`src/rtl/lars_consts.vh`:
```
`ifndef LARS_CONSTS_VH
`define LARS_CONSTS_VH
// register byte offsets
`define LARS_A_CTRL 8'h00
`define LARS_A_LOOP 8'h04
`define LARS_A_FRC_A 8'h08
`define LARS_A_FRC_B 8'h0C
`define LARS_A_SRC 8'h10
`define LARS_A_GAIN_A 8'h14
`define LARS_A_GAIN_B 8'h18
`define LARS_A_TIMES 8'h1C
`define LARS_A_LIMEN 8'h20
`define LARS_A_STAT 8'h24
`define LARS_A_SETPT 8'h28
`define LARS_A_LO_BASE 3'h2
`define LARS_A_HI_BASE 3'h3
// ctrl fields (self clearing)
`define LARS_CTRL_COMMIT 0
`define LARS_CTRL_CLEAR 1
// loop fields
`define LARS_LOOP_EN_A 0
`define LARS_LOOP_EN_B 1
`define LARS_LOOP_FRC_A 2
`define LARS_LOOP_FRC_B 3
`define LARS_LOOP_FRC_RLY 4
`define LARS_LOOP_MAP_LSB 8
`define LARS_LOOP_RST 13'h0001
// status fields
`define LARS_ST_ALARM_LSB 10
`define LARS_ST_RELAY 16
`define LARS_ST_FAULT_LSB 17
// alert codes
`define LARS_AL_DIS 2'h0
`define LARS_AL_OK 2'h1
`define LARS_AL_LOW 2'h2
`define LARS_AL_HIGH 2'h3
// loop current in microamps
`define LARS_I_ZERO 15'h0000
`define LARS_I_BASE 15'h0FA0
`define LARS_I_SPAN 17'h0_3E80
`define LARS_I_FULL 15'h4E20
// timing
`define LARS_CLK_HZ 125000000
`define LARS_TICK_S 1
`define LARS_RESP_OK 2'h0
`define LARS_RESP_ERR 2'h2
`endif

```
`src/rtl/lars_top.v`:
```
`timescale 1ns/10ps
`include "lars_consts.vh"
module lars_top #(
  parameter TICK_CYCLES = `LARS_CLK_HZ * `LARS_TICK_S
) (
  input wire aclk,
  input wire aresetn,
  input wire [7:0] s_axi_awaddr,
  input wire s_axi_awvalid,
  output wire s_axi_awready,
  input wire [31:0] s_axi_wdata,
  input wire [3:0] s_axi_wstrb,
  input wire s_axi_wvalid,
  output wire s_axi_wready,
  output reg [1:0] s_axi_bresp,
  output reg s_axi_bvalid,
  input wire s_axi_bready,
  input wire [7:0] s_axi_araddr,
  input wire s_axi_arvalid,
  output wire s_axi_arready,
  output reg [31:0] s_axi_rdata,
  output reg [1:0] s_axi_rresp,
  output reg s_axi_rvalid,
  input wire s_axi_rready,
  input wire [15:0] result_0,
  input wire [15:0] result_1,
  input wire [15:0] result_2,
  input wire [15:0] result_3,
  input wire [15:0] result_4,
  input wire loop_a_reach_ok,
  input wire loop_b_reach_ok,
  input wire clear_button,
  output reg [14:0] loop_a_setpoint,
  output reg [14:0] loop_b_setpoint,
  output reg relay_coil,
  output reg relay_no_closed,
  output reg relay_nc_closed,
  output reg power_lamp,
  output reg relay_lamp,
  output reg fault_lamp,
  output reg ui_activity,
  output reg relay_status_ind
);
  wire [15:0] res [0:4];
  assign res[0] = result_0;
  assign res[1] = result_1;
  assign res[2] = result_2;
  assign res[3] = result_3;
  assign res[4] = result_4;

  // shadow settings, written by software
  reg [12:0] sh_loop_r;
  reg [14:0] sh_frc_a_r, sh_frc_b_r;
  reg [6:0] sh_src_r;
  reg [15:0] sh_gain_a_r, sh_gain_b_r;
  reg [15:0] sh_times_r;
  reg [12:0] sh_limen_r;
  reg [15:0] sh_lo_r [0:4];
  reg [15:0] sh_hi_r [0:4];
  // active settings, used by the logic
  reg [12:0] act_loop_r;
  reg [14:0] act_frc_a_r, act_frc_b_r;
  reg [6:0] act_src_r;
  reg [15:0] act_gain_a_r, act_gain_b_r;
  reg [15:0] act_times_r;
  reg [12:0] act_limen_r;
  reg [15:0] act_lo_r [0:4];
  reg [15:0] act_hi_r [0:4];

  reg aw_have_r, w_have_r;
  reg [7:0] aw_addr_r;
  reg [31:0] w_data_r;
  reg [3:0] w_strb_r;
  reg commit_r, sw_clear_r;
  reg [31:0] tick_cnt_r;
  reg tick_r, blink_r;
  reg [1:0] reach_a_r, reach_b_r;
  reg [2:0] btn_r;
  wire [4:0] alarm_w;
  wire [9:0] alert_w;
  reg [31:0] rd_nxt;
  reg [1:0] rresp_nxt;
  integer i;

  function [31:0] merge;
    input [31:0] old;
    input [31:0] nw;
    input [3:0] strb;
    integer k;
    begin
      for (k = 0; k < 4; k = k + 1) begin
        merge[k*8 +: 8] = strb[k] ? nw[k*8 +: 8] : old[k*8 +: 8];
      end
    end
  endfunction

  function [15:0] pick;
    input [2:0] sel;
    input [79:0] all;
    begin
      pick = (sel < 3'h5) ? all[sel*16 +: 16] : 16'h0000;
    end
  endfunction

  // bus slave; address and data may come in either order
  assign s_axi_awready = !aw_have_r && !s_axi_bvalid;
  assign s_axi_wready = !w_have_r && !s_axi_bvalid;
  assign s_axi_arready = !s_axi_rvalid;
  wire wr_go = aw_have_r && w_have_r && !s_axi_bvalid;
  wire [31:0] wv = w_data_r;
  wire lo_hit_addr = aw_addr_r[7:5] == `LARS_A_LO_BASE && aw_addr_r[4:2] < 3'h5;
  wire hi_hit_addr = aw_addr_r[7:5] == `LARS_A_HI_BASE && aw_addr_r[4:2] < 3'h5;
  reg wr_map;
  always @* begin
    case (aw_addr_r)
      `LARS_A_CTRL, `LARS_A_LOOP, `LARS_A_FRC_A, `LARS_A_FRC_B, `LARS_A_SRC,
      `LARS_A_GAIN_A, `LARS_A_GAIN_B, `LARS_A_TIMES, `LARS_A_LIMEN: wr_map = 1'b1;
      default: wr_map = lo_hit_addr || hi_hit_addr;
    endcase
  end
  // old contents for byte-enable merge, so each register takes only its own bits
  reg [31:0] wr_old;
  wire [31:0] wr_new = merge(wr_old, wv, w_strb_r);
  always @* begin
    wr_old = 32'h0000_0000;
    case (aw_addr_r)
      `LARS_A_LOOP: wr_old = {19'h0, sh_loop_r};
      `LARS_A_FRC_A: wr_old = {17'h0, sh_frc_a_r};
      `LARS_A_FRC_B: wr_old = {17'h0, sh_frc_b_r};
      `LARS_A_SRC: wr_old = {25'h0, sh_src_r};
      `LARS_A_GAIN_A: wr_old = {16'h0, sh_gain_a_r};
      `LARS_A_GAIN_B: wr_old = {16'h0, sh_gain_b_r};
      `LARS_A_TIMES: wr_old = {16'h0, sh_times_r};
      `LARS_A_LIMEN: wr_old = {19'h0, sh_limen_r};
      default: begin
        if (lo_hit_addr) wr_old = {16'h0, sh_lo_r[aw_addr_r[4:2]]};
        else if (hi_hit_addr) wr_old = {16'h0, sh_hi_r[aw_addr_r[4:2]]};
      end
    endcase
  end

  always @(posedge aclk) begin
    if (!aresetn) begin
      aw_have_r <= 1'b0;
      w_have_r <= 1'b0;
      aw_addr_r <= 8'h00;
      w_data_r <= 32'h0000_0000;
      w_strb_r <= 4'h0;
      s_axi_bvalid <= 1'b0;
      s_axi_bresp <= `LARS_RESP_OK;
      commit_r <= 1'b0;
      sw_clear_r <= 1'b0;
      sh_loop_r <= `LARS_LOOP_RST;
      sh_frc_a_r <= `LARS_I_ZERO;
      sh_frc_b_r <= `LARS_I_ZERO;
      sh_src_r <= 7'h00;
      sh_gain_a_r <= 16'h0000;
      sh_gain_b_r <= 16'h0000;
      sh_times_r <= 16'h0000;
      sh_limen_r <= 13'h0000;
      for (i = 0; i < 5; i = i + 1) begin
        sh_lo_r[i] <= 16'h0000;
        sh_hi_r[i] <= 16'h0000;
      end
    end else begin
      commit_r <= 1'b0;
      sw_clear_r <= 1'b0;
      if (s_axi_awvalid && s_axi_awready) begin
        aw_have_r <= 1'b1;
        aw_addr_r <= s_axi_awaddr;
      end
      if (s_axi_wvalid && s_axi_wready) begin
        w_have_r <= 1'b1;
        w_data_r <= s_axi_wdata;
        w_strb_r <= s_axi_wstrb;
      end
      if (s_axi_bvalid && s_axi_bready) begin
        s_axi_bvalid <= 1'b0;
      end
      if (wr_go) begin
        aw_have_r <= 1'b0;
        w_have_r <= 1'b0;
        s_axi_bvalid <= 1'b1;
        s_axi_bresp <= wr_map ? `LARS_RESP_OK : `LARS_RESP_ERR;
        case (aw_addr_r)
          `LARS_A_CTRL: begin
            commit_r <= w_strb_r[0] && wv[`LARS_CTRL_COMMIT];
            sw_clear_r <= w_strb_r[0] && wv[`LARS_CTRL_CLEAR];
          end
          `LARS_A_LOOP: sh_loop_r <= wr_new[12:0];
          `LARS_A_FRC_A: sh_frc_a_r <= wr_new[14:0];
          `LARS_A_FRC_B: sh_frc_b_r <= wr_new[14:0];
          `LARS_A_SRC: sh_src_r <= wr_new[6:0];
          `LARS_A_GAIN_A: sh_gain_a_r <= wr_new[15:0];
          `LARS_A_GAIN_B: sh_gain_b_r <= wr_new[15:0];
          `LARS_A_TIMES: sh_times_r <= wr_new[15:0];
          `LARS_A_LIMEN: sh_limen_r <= wr_new[12:0];
          default: begin
            if (lo_hit_addr) begin
              sh_lo_r[aw_addr_r[4:2]] <= wr_new[15:0];
            end
            if (hi_hit_addr) begin
              sh_hi_r[aw_addr_r[4:2]] <= wr_new[15:0];
            end
          end
        endcase
      end
    end
  end

  // commit: every active setting changes in the same cycle
  always @(posedge aclk) begin
    if (!aresetn) begin
      act_loop_r <= `LARS_LOOP_RST;
      act_frc_a_r <= `LARS_I_ZERO;
      act_frc_b_r <= `LARS_I_ZERO;
      act_src_r <= 7'h00;
      act_gain_a_r <= 16'h0000;
      act_gain_b_r <= 16'h0000;
      act_times_r <= 16'h0000;
      act_limen_r <= 13'h0000;
      for (i = 0; i < 5; i = i + 1) begin
        act_lo_r[i] <= 16'h0000;
        act_hi_r[i] <= 16'h0000;
      end
    end else if (commit_r) begin
      act_loop_r <= sh_loop_r;
      act_frc_a_r <= sh_frc_a_r;
      act_frc_b_r <= sh_frc_b_r;
      act_src_r <= sh_src_r;
      act_gain_a_r <= sh_gain_a_r;
      act_gain_b_r <= sh_gain_b_r;
      act_times_r <= sh_times_r;
      act_limen_r <= sh_limen_r;
      for (i = 0; i < 5; i = i + 1) begin
        act_lo_r[i] <= sh_lo_r[i];
        act_hi_r[i] <= sh_hi_r[i];
      end
    end
  end

  // seconds tick and blink phase
  always @(posedge aclk) begin
    if (!aresetn) begin
      tick_cnt_r <= 32'h0000_0000;
      tick_r <= 1'b0;
      blink_r <= 1'b0;
    end else begin
      tick_r <= 1'b0;
      if (tick_cnt_r == TICK_CYCLES - 1) begin
        tick_cnt_r <= 32'h0000_0000;
        tick_r <= 1'b1;
        blink_r <= !blink_r;
      end else begin
        tick_cnt_r <= tick_cnt_r + 32'h0000_0001;
      end
    end
  end

  // pin synchronisers; the button edge uses the second and third stages only
  always @(posedge aclk) begin
    if (!aresetn) begin
      reach_a_r <= 2'h3;
      reach_b_r <= 2'h3;
      btn_r <= 3'h0;
    end else begin
      reach_a_r <= {reach_a_r[0], loop_a_reach_ok};
      reach_b_r <= {reach_b_r[0], loop_b_reach_ok};
      btn_r <= {btn_r[1:0], clear_button};
    end
  end
  wire clear_go = sw_clear_r || (btn_r[1] && !btn_r[2]);

  // alert and alarm per result
  wire [7:0] delay_s = act_times_r[7:0];
  wire [7:0] hold_s = act_times_r[15:8];
  genvar g;
  generate
    for (g = 0; g < 5; g = g + 1) begin : alm
      reg [7:0] dly_r, hold_r;
      reg alarm_r;
      reg [1:0] st;
      wire lo_en = act_limen_r[g];
      wire hi_en = act_limen_r[8 + g];
      wire lo_hit = lo_en && res[g] < act_lo_r[g];
      wire hi_hit = hi_en && res[g] > act_hi_r[g];
      wire alert = lo_hit || hi_hit;
      always @* begin
        if (!lo_en && !hi_en) st = `LARS_AL_DIS;
        else if (lo_hit) st = `LARS_AL_LOW;
        else if (hi_hit) st = `LARS_AL_HIGH;
        else st = `LARS_AL_OK;
      end
      always @(posedge aclk) begin
        if (!aresetn || clear_go) begin
          dly_r <= 8'h00;
          hold_r <= 8'h00;
          alarm_r <= 1'b0;
        end else if (!alarm_r) begin
          if (!alert) begin
            dly_r <= 8'h00;
          end else if (tick_r) begin
            if (dly_r >= delay_s) begin
              alarm_r <= 1'b1;
              hold_r <= 8'h00;
            end else begin
              dly_r <= dly_r + 8'h01;
            end
          end
        end else begin
          if (tick_r && hold_r != 8'hFF) hold_r <= hold_r + 8'h01;
          if (hold_r >= hold_s && !alert) begin
            alarm_r <= 1'b0;
            dly_r <= 8'h00;
          end
        end
      end
      assign alarm_w[g] = alarm_r;
      assign alert_w[2*g +: 2] = st;
    end
  endgenerate

  // loop current and faults
  wire frc_a = act_loop_r[`LARS_LOOP_FRC_A];
  wire frc_b = act_loop_r[`LARS_LOOP_FRC_B];
  wire en_a = act_loop_r[`LARS_LOOP_EN_A];
  wire en_b = act_loop_r[`LARS_LOOP_EN_B];
  wire [79:0] res_all = {result_4, result_3, result_2, result_1, result_0};
  wire [31:0] prod_a = pick(act_src_r[2:0], res_all) * act_gain_a_r;
  wire [31:0] prod_b = pick(act_src_r[6:4], res_all) * act_gain_b_r;
  wire [16:0] span_a = {1'b0, prod_a[31:16]};
  wire [16:0] span_b = {1'b0, prod_b[31:16]};
  // full scale is carried as a gain so no divider is needed
  wire [14:0] lin_a = (span_a > `LARS_I_SPAN) ? `LARS_I_FULL :
                      `LARS_I_BASE + span_a[14:0];
  wire [14:0] lin_b = (span_b > `LARS_I_SPAN) ? `LARS_I_FULL :
                      `LARS_I_BASE + span_b[14:0];
  wire fault_a = (en_a || frc_a) && !reach_a_r[1];
  wire fault_b = (en_b || frc_b) && !reach_b_r[1];
  wire coil = act_loop_r[`LARS_LOOP_FRC_RLY] ||
              |(alarm_w & act_loop_r[`LARS_LOOP_MAP_LSB +: 5]);
  wire any_frc = frc_a || frc_b || act_loop_r[`LARS_LOOP_FRC_RLY];

  always @(posedge aclk) begin
    if (!aresetn) begin
      loop_a_setpoint <= `LARS_I_ZERO;
      loop_b_setpoint <= `LARS_I_ZERO;
      relay_coil <= 1'b0;
      relay_no_closed <= 1'b0;
      relay_nc_closed <= 1'b1;
      power_lamp <= 1'b1;
      relay_lamp <= 1'b0;
      fault_lamp <= 1'b0;
      ui_activity <= 1'b0;
      relay_status_ind <= 1'b0;
    end else begin
      loop_a_setpoint <= frc_a ? act_frc_a_r : (en_a ? lin_a : `LARS_I_ZERO);
      loop_b_setpoint <= frc_b ? act_frc_b_r : (en_b ? lin_b : `LARS_I_ZERO);
      relay_coil <= coil;
      relay_no_closed <= coil;
      relay_nc_closed <= !coil;
      relay_lamp <= coil;
      power_lamp <= any_frc ? blink_r : 1'b1;
      ui_activity <= (frc_a || frc_b) && blink_r;
      fault_lamp <= (fault_a || fault_b) && blink_r;
      relay_status_ind <= act_loop_r[`LARS_LOOP_FRC_RLY] ? blink_r : coil;
    end
  end

  // read side
  wire rd_lo = s_axi_araddr[7:5] == `LARS_A_LO_BASE && s_axi_araddr[4:2] < 3'h5;
  wire rd_hi = s_axi_araddr[7:5] == `LARS_A_HI_BASE && s_axi_araddr[4:2] < 3'h5;
  always @* begin
    rd_nxt = 32'h0000_0000;
    rresp_nxt = `LARS_RESP_OK;
    case (s_axi_araddr)
      `LARS_A_CTRL: rd_nxt = 32'h0000_0000;
      `LARS_A_LOOP: rd_nxt = {19'h0, sh_loop_r};
      `LARS_A_FRC_A: rd_nxt = {17'h0, sh_frc_a_r};
      `LARS_A_FRC_B: rd_nxt = {17'h0, sh_frc_b_r};
      `LARS_A_SRC: rd_nxt = {25'h0, sh_src_r};
      `LARS_A_GAIN_A: rd_nxt = {16'h0, sh_gain_a_r};
      `LARS_A_GAIN_B: rd_nxt = {16'h0, sh_gain_b_r};
      `LARS_A_TIMES: rd_nxt = {16'h0, sh_times_r};
      `LARS_A_LIMEN: rd_nxt = {19'h0, sh_limen_r};
      `LARS_A_STAT: rd_nxt = {13'h0, fault_b, fault_a, relay_coil, 1'b0,
                              alarm_w, alert_w};
      `LARS_A_SETPT: rd_nxt = {1'b0, loop_b_setpoint, 1'b0, loop_a_setpoint};
      default: begin
        if (rd_lo) rd_nxt = {16'h0, sh_lo_r[s_axi_araddr[4:2]]};
        else if (rd_hi) rd_nxt = {16'h0, sh_hi_r[s_axi_araddr[4:2]]};
        else rresp_nxt = `LARS_RESP_ERR;
      end
    endcase
  end

  always @(posedge aclk) begin
    if (!aresetn) begin
      s_axi_rvalid <= 1'b0;
      s_axi_rdata <= 32'h0000_0000;
      s_axi_rresp <= `LARS_RESP_OK;
    end else if (s_axi_arvalid && s_axi_arready) begin
      s_axi_rvalid <= 1'b1;
      s_axi_rdata <= rd_nxt;
      s_axi_rresp <= rresp_nxt;
    end else if (s_axi_rready) begin
      s_axi_rvalid <= 1'b0;
    end
  end
endmodule

```
`config.mk`:
```
export PLATFORM = sky130hd
export DESIGN_NAME = lars_top
export DESIGN_NICKNAME = d
export VERILOG_FILES = /design/src/rtl/lars_top.v
export VERILOG_INCLUDE_DIRS = /design/src /design/src/rtl
export SDC_FILE = /design/constraint.sdc
export NUM_CORES = 2
export LEC_CHECK = 0
export BUFFER_PORTS_ARGS = -buffer_cell sky130_fd_sc_hd__buf_2
export CAP_MARGIN = 20
export CORE_MARGIN = 4
export CORE_UTILIZATION = 30
export CTS_CLUSTER_SIZE = 25
export DETAILED_ROUTE_END_ITERATION = 8
export GPL_TIMING_DRIVEN = 1
export PLACE_DENSITY = 0.46
export SETUP_SLACK_MARGIN = 0.2
export SYNTH_ARGS = -nofsm -noshare
export SYNTH_HDL_FRONTEND = slang
export SYNTH_SLANG_ARGS = --single-unit
```
`constraint.sdc`:
```
create_clock -name aclk -period 14.78 [get_ports aclk]
set_input_delay 2.217 -clock aclk [delete_from_list [all_inputs] [get_ports aclk]]
set_output_delay 2.217 -clock aclk [all_outputs]
set_load 0.05 [all_outputs]
```
==> impl_metrics.xml <==
<?xml version="1.0" encoding="UTF-8"?>
<metrics>
  <group name="sta">
    <metric name="unrepaired_setup_endpoints_after_global_routing" unit="">no</metric>
    <metric name="finalClockSkew" unit="ns">0.06060</metric>
    <metric name="finalHoldViolations" unit="">0</metric>
    <metric name="max_slew_margin" unit="%">22.24</metric>
    <metric name="slew_viol_final" unit="">0</metric>
    <metric name="finalSetupViolCount" unit="">0</metric>
    <metric name="timing.final.crit_share" unit="%">67.22</metric>
    <metric name="timing.setup.tns" unit="ns">0</metric>
    <metric name="worst_pin_slew" unit="ns">1.164</metric>
    <metric name="fmax" unit="MHz">100.7</metric>
    <metric name="timing.final.crit_period" unit="ns">9.935</metric>
  </group>
  <group name="finish">
    <metric name="finish.net_count" unit="">7410</metric>
    <metric name="layout-drive-gt1-share" unit="%">10.92</metric>
    <metric name="mostFrequentLayoutCell" unit="">inv_1</metric>
    <metric name="most-common-layout-cells" unit="">inv_1, nand2_1, ha_1</metric>
    <metric name="synthToLayoutAreaGrowth" unit="%">13.12</metric>
  </group>
  <group name="global_routing">
    <metric name="grt_overflow" unit="">0</metric>
    <metric name="globalRouteTotalUtil" unit="%">21.19</metric>
    <metric name="grt_max_degree" unit="">163</metric>
    <metric name="number_of_global_route_vias_before_repair" unit="">47600</metric>
    <metric name="antenna_found_initial" unit="">17</metric>
    <metric name="grt_pass1_wl" unit="mm">337.2</metric>
  </group>
  <group name="critical_path">
    <metric name="critPathLaunch" unit="">result_2[9]</metric>
    <metric name="critPathRequiredTime" unit="ns">15.46</metric>
    <metric name="timing.reg2reg.setup_slack" unit="ns">5.47</metric>
    <metric name="startpoint_to_endpoint_class_of_the_critical_path" unit="">in -&gt; reg</metric>
    <metric name="worstReg2RegStart" unit="">act_src_r[2]$_SDFFE_PN0P_</metric>
    <metric name="setup.worst_path.start_class" unit="">input port</metric>
    <metric name="critical_path_peak_fanout" unit="">16</metric>
    <metric name="cp.arrival" unit="ns">10.61</metric>
    <metric name="endpoint_kind" unit="">flip-flop</metric>
  </group>
  <group name="pwr">
    <metric name="total_power" unit="mW">5.982</metric>
    <metric name="static-leakage-power" unit="nW">29.30</metric>
    <metric name="power_per_cell_area" unit="nW/µm²">84.69</metric>
    <metric name="ir_worst_vdd" unit="mV">0.09293</metric>
  </group>
  <group name="clock_network">
    <metric name="cts_resized" unit="">0</metric>
    <metric name="clock_latency_late_sink" unit="ns">0.76</metric>
    <metric name="clock-root-buffer" unit="">clkbuf_16</metric>
    <metric name="ctsLongestPathBuffers" unit="">3</metric>
    <metric name="htree_levels" unit="">3</metric>
    <metric name="cts_post_setup_buffers_inserted" unit="">0</metric>
    <metric name="cts.hold.buffers_added" unit="">0</metric>
    <metric name="cts_inserted_buffers" unit="">103</metric>
    <metric name="cts_num_sinks" unit="">861</metric>
    <metric name="cts_tree" unit="">done</metric>
    <metric name="clkTransAtPathRegs" unit="ns">0.06</metric>
  </group>
  <group name="place">
    <metric name="gpl.final_weighted_congestion" unit="">0.9121</metric>
    <metric name="hpwlAfterDp" unit="mm">177.1</metric>
    <metric name="portBuffers" unit="">199</metric>
  </group>
  <group name="job">
    <metric name="drv.max_cap_violation_count" unit="">0</metric>
  </group>
  <group name="synth">
    <metric name="post_synthesis_cell_area" unit="µm²">62440</metric>
    <metric name="synth-main-ff-cell" unit="">dfxtp_1</metric>
    <metric name="ys_top_cells_by_area" unit="">edfxtp_1, dfxtp_1, fa_1</metric>
    <metric name="post_synthesis_sequential_area_ratio" unit="%">34.27</metric>
    <metric name="portion_of_synthesized_cell_area_occupied_by_the_leading_cell_type" unit="%">20.01</metric>
    <metric name="asyncSetResetFlopFracSynth" unit="%">0</metric>
    <metric name="postSynthCellCount" unit="">6277</metric>
    <metric name="synth.lib_cells_used.distinct" unit="">102</metric>
    <metric name="synth_largest_area_cell" unit="">edfxtp_1</metric>
    <metric name="ys_warnings" unit="">0</metric>
    <metric name="synth_enable_flop_cells" unit="">416</metric>
    <metric name="synth.ff_latch_count" unit="">861</metric>
    <metric name="synth.avg_cell_area" unit="µm²">9.948</metric>
  </group>
  <group name="floorplanning">
    <metric name="die_width" unit="µm">464.2</metric>
    <metric name="floorplan.rows" unit="">167</metric>
    <metric name="floorplan.core_area" unit="µm²">207100</metric>
    <metric name="dieArea" unit="µm²">215500</metric>
    <metric name="fp.dieH" unit="µm">464.2</metric>
    <metric name="initial_utilization" unit="%">30.15</metric>
    <metric name="io_pins" unit="">221</metric>
  </group>
  <group name="route">
    <metric name="wirelength" unit="mm">231.8</metric>
    <metric name="detail_route.drc_violations" unit="">0</metric>
    <metric name="final_antenna_net_count" unit="">0</metric>
    <metric name="viasPerCell" unit="">5.130</metric>
    <metric name="dr.pass1.iters" unit="">8</metric>
    <metric name="dr_total_vias" unit="">47820</metric>
    <metric name="route.detailed.wl_per_inst" unit="µm">24.87</metric>
    <metric name="drt-initial-drc-count" unit="">3964</metric>
  </group>
  <group name="outcome">
    <metric name="outcome" unit="">finished clean</metric>
  </group>
  <group name="min_path">
    <metric name="min_from" unit="">reach_b_r[0]$_SDFF_PN1_</metric>
    <metric name="hold_class" unit="">reg -&gt; reg</metric>
  </group>
</metrics>
==> cell usage after synthesis (all sizes together), types with 10 or more instances <==
library cell,n
a21o,95
mux4,184
a2111oi,10
nor2b,158
or3,29
nor3,71
xor2,49
or2,10
and3,187
a21oi,186
nor4,19
and2,352
a211oi,16
a21boi,47
xnor2,45
nand2,683
nand4,62
nand3,117
o21ai,277
a221oi,39
mux2i,145
edfxtp,416
o211ai,22
a31oi,20
o31ai,10
o21a,39
nor3b,10
dfxtp,445
nand2b,60
fa,386
o211a,11
nor2,346
a22o,40
nand3b,12
ha,450
mux2,12
a22oi,48
buf,52
inv,693
a311oi,11
or4,12
clkbuf,285
==> flip-flops by register name, indices dropped and copies added (netlist names), 16 cells and up, named ones only <==
signal	count
alm.dly_r	40
sh_lo_r	128
sh_hi_r	128
alm.hold_r	40
sh_gain_a_r	16
act_lo_r	80
act_gain_b_r	16
act_times_r	16
act_hi_r	80
tick_cnt_r	32
s_axi_rdata	31
w_data_r	16
sh_times_r	16
act_gain_a_r	16
sh_gain_b_r	16
==> cells by family (layout without fill, tap and decap cells) <==
family / Yosys count / count (layout) / synth area share [%]
compound gates: 954 / 954 / 10.14
xor+xnor: 94 / 94 / 1.319
fa+ha+maj: 836 / 836 / 21.39
buf+inv: 1032 / 1177 / 6.270
flops: 861 / 861 / 34.27
mux: 341 / 341 / 9.177
other cells: 1 / 112 / 0.006006
simple gates: 2158 / 2158 / 17.43
==> worst max-delay path, stage by stage <==
cell,delay [ns]
buf_2,0.16
mux4_2,0.47
a22o_1,0.49
and2_1,0.32
fa_1,0.48
inv_1,0.05
fa_1,0.49
fa_1,0.52
inv_1,0.05
fa_1,0.47
fa_1,0.55
inv_1,0.06
fa_1,0.53
inv_1,0.04
ha_1,0.37
a211oi_1,0.38
o21ai_0,0.19
a211oi_1,0.47
nor2_1,0.14
or4_1,0.52
o22ai_1,0.23
xnor2_1,0.29
nand3_1,0.19
o31a_1,0.37
a21oi_1,0.39
a21o_1,0.16
==> power by group <==
group	total [mW]	switching (mW)	internal, mW
Combinational	0.619	0.433	0.186
Clock	2.73	1.11	1.63
Sequential	2.63	0.0528	2.58
Total	5.98	1.59	4.39
==> routing by layer <==
layer / vias to the layer above / track usage, % / wire length, µm
met4: 0 / 11.03 / 13480
met2: 1537 / 34.01 / 106600
met5: - / 0 / 0
li1: 21920 / - / -
met1: 23950 / 27.49 / 97910
met3: 406 / 3.425 / 13880
==> cell type report <==
class / count / area [µm²]
antenna: 13 / 32.53
multi-input combinational: 4482 / 37660
clock buffer: 139 / 2894
timing repair buffer: 289 / 1777
sequential: 861 / 21410
clock inverter: 54 / 765.7
fill: 21010 / 136400
tap: 2788 / 3488
inverter: 695 / 2609
==> per-stage QoR <==
step	setup WS (ns)	utilization, %	instances	hold WS (ns)	area [µm²]
after floorplan	5.407	-	6375	0.3863	62810
after global placement	4.149	32.27	9108	0.4139	66810
after detailed placement	4.138	32.31	9112	0.4252	66900
after CTS	4.883	34.07	9305	0.4367	70560
after global routing	4.479	34.10	9314	0.4493	70620
final	4.845	34.11	9321	0.4267	70640
==> path summary, 6_finish.rpt <==
check,end,depth (start not counted)
max,loop_a_setpoint[10]$_SDFF_PN0_,26
min,reach_b_r[1]$_SDFF_PN1_,1
max reg2reg,loop_a_setpoint[10]$_SDFF_PN0_,26
min reg2reg,reach_b_r[1]$_SDFF_PN1_,1
No activity file was read; power rests on OpenSTA's default activity.
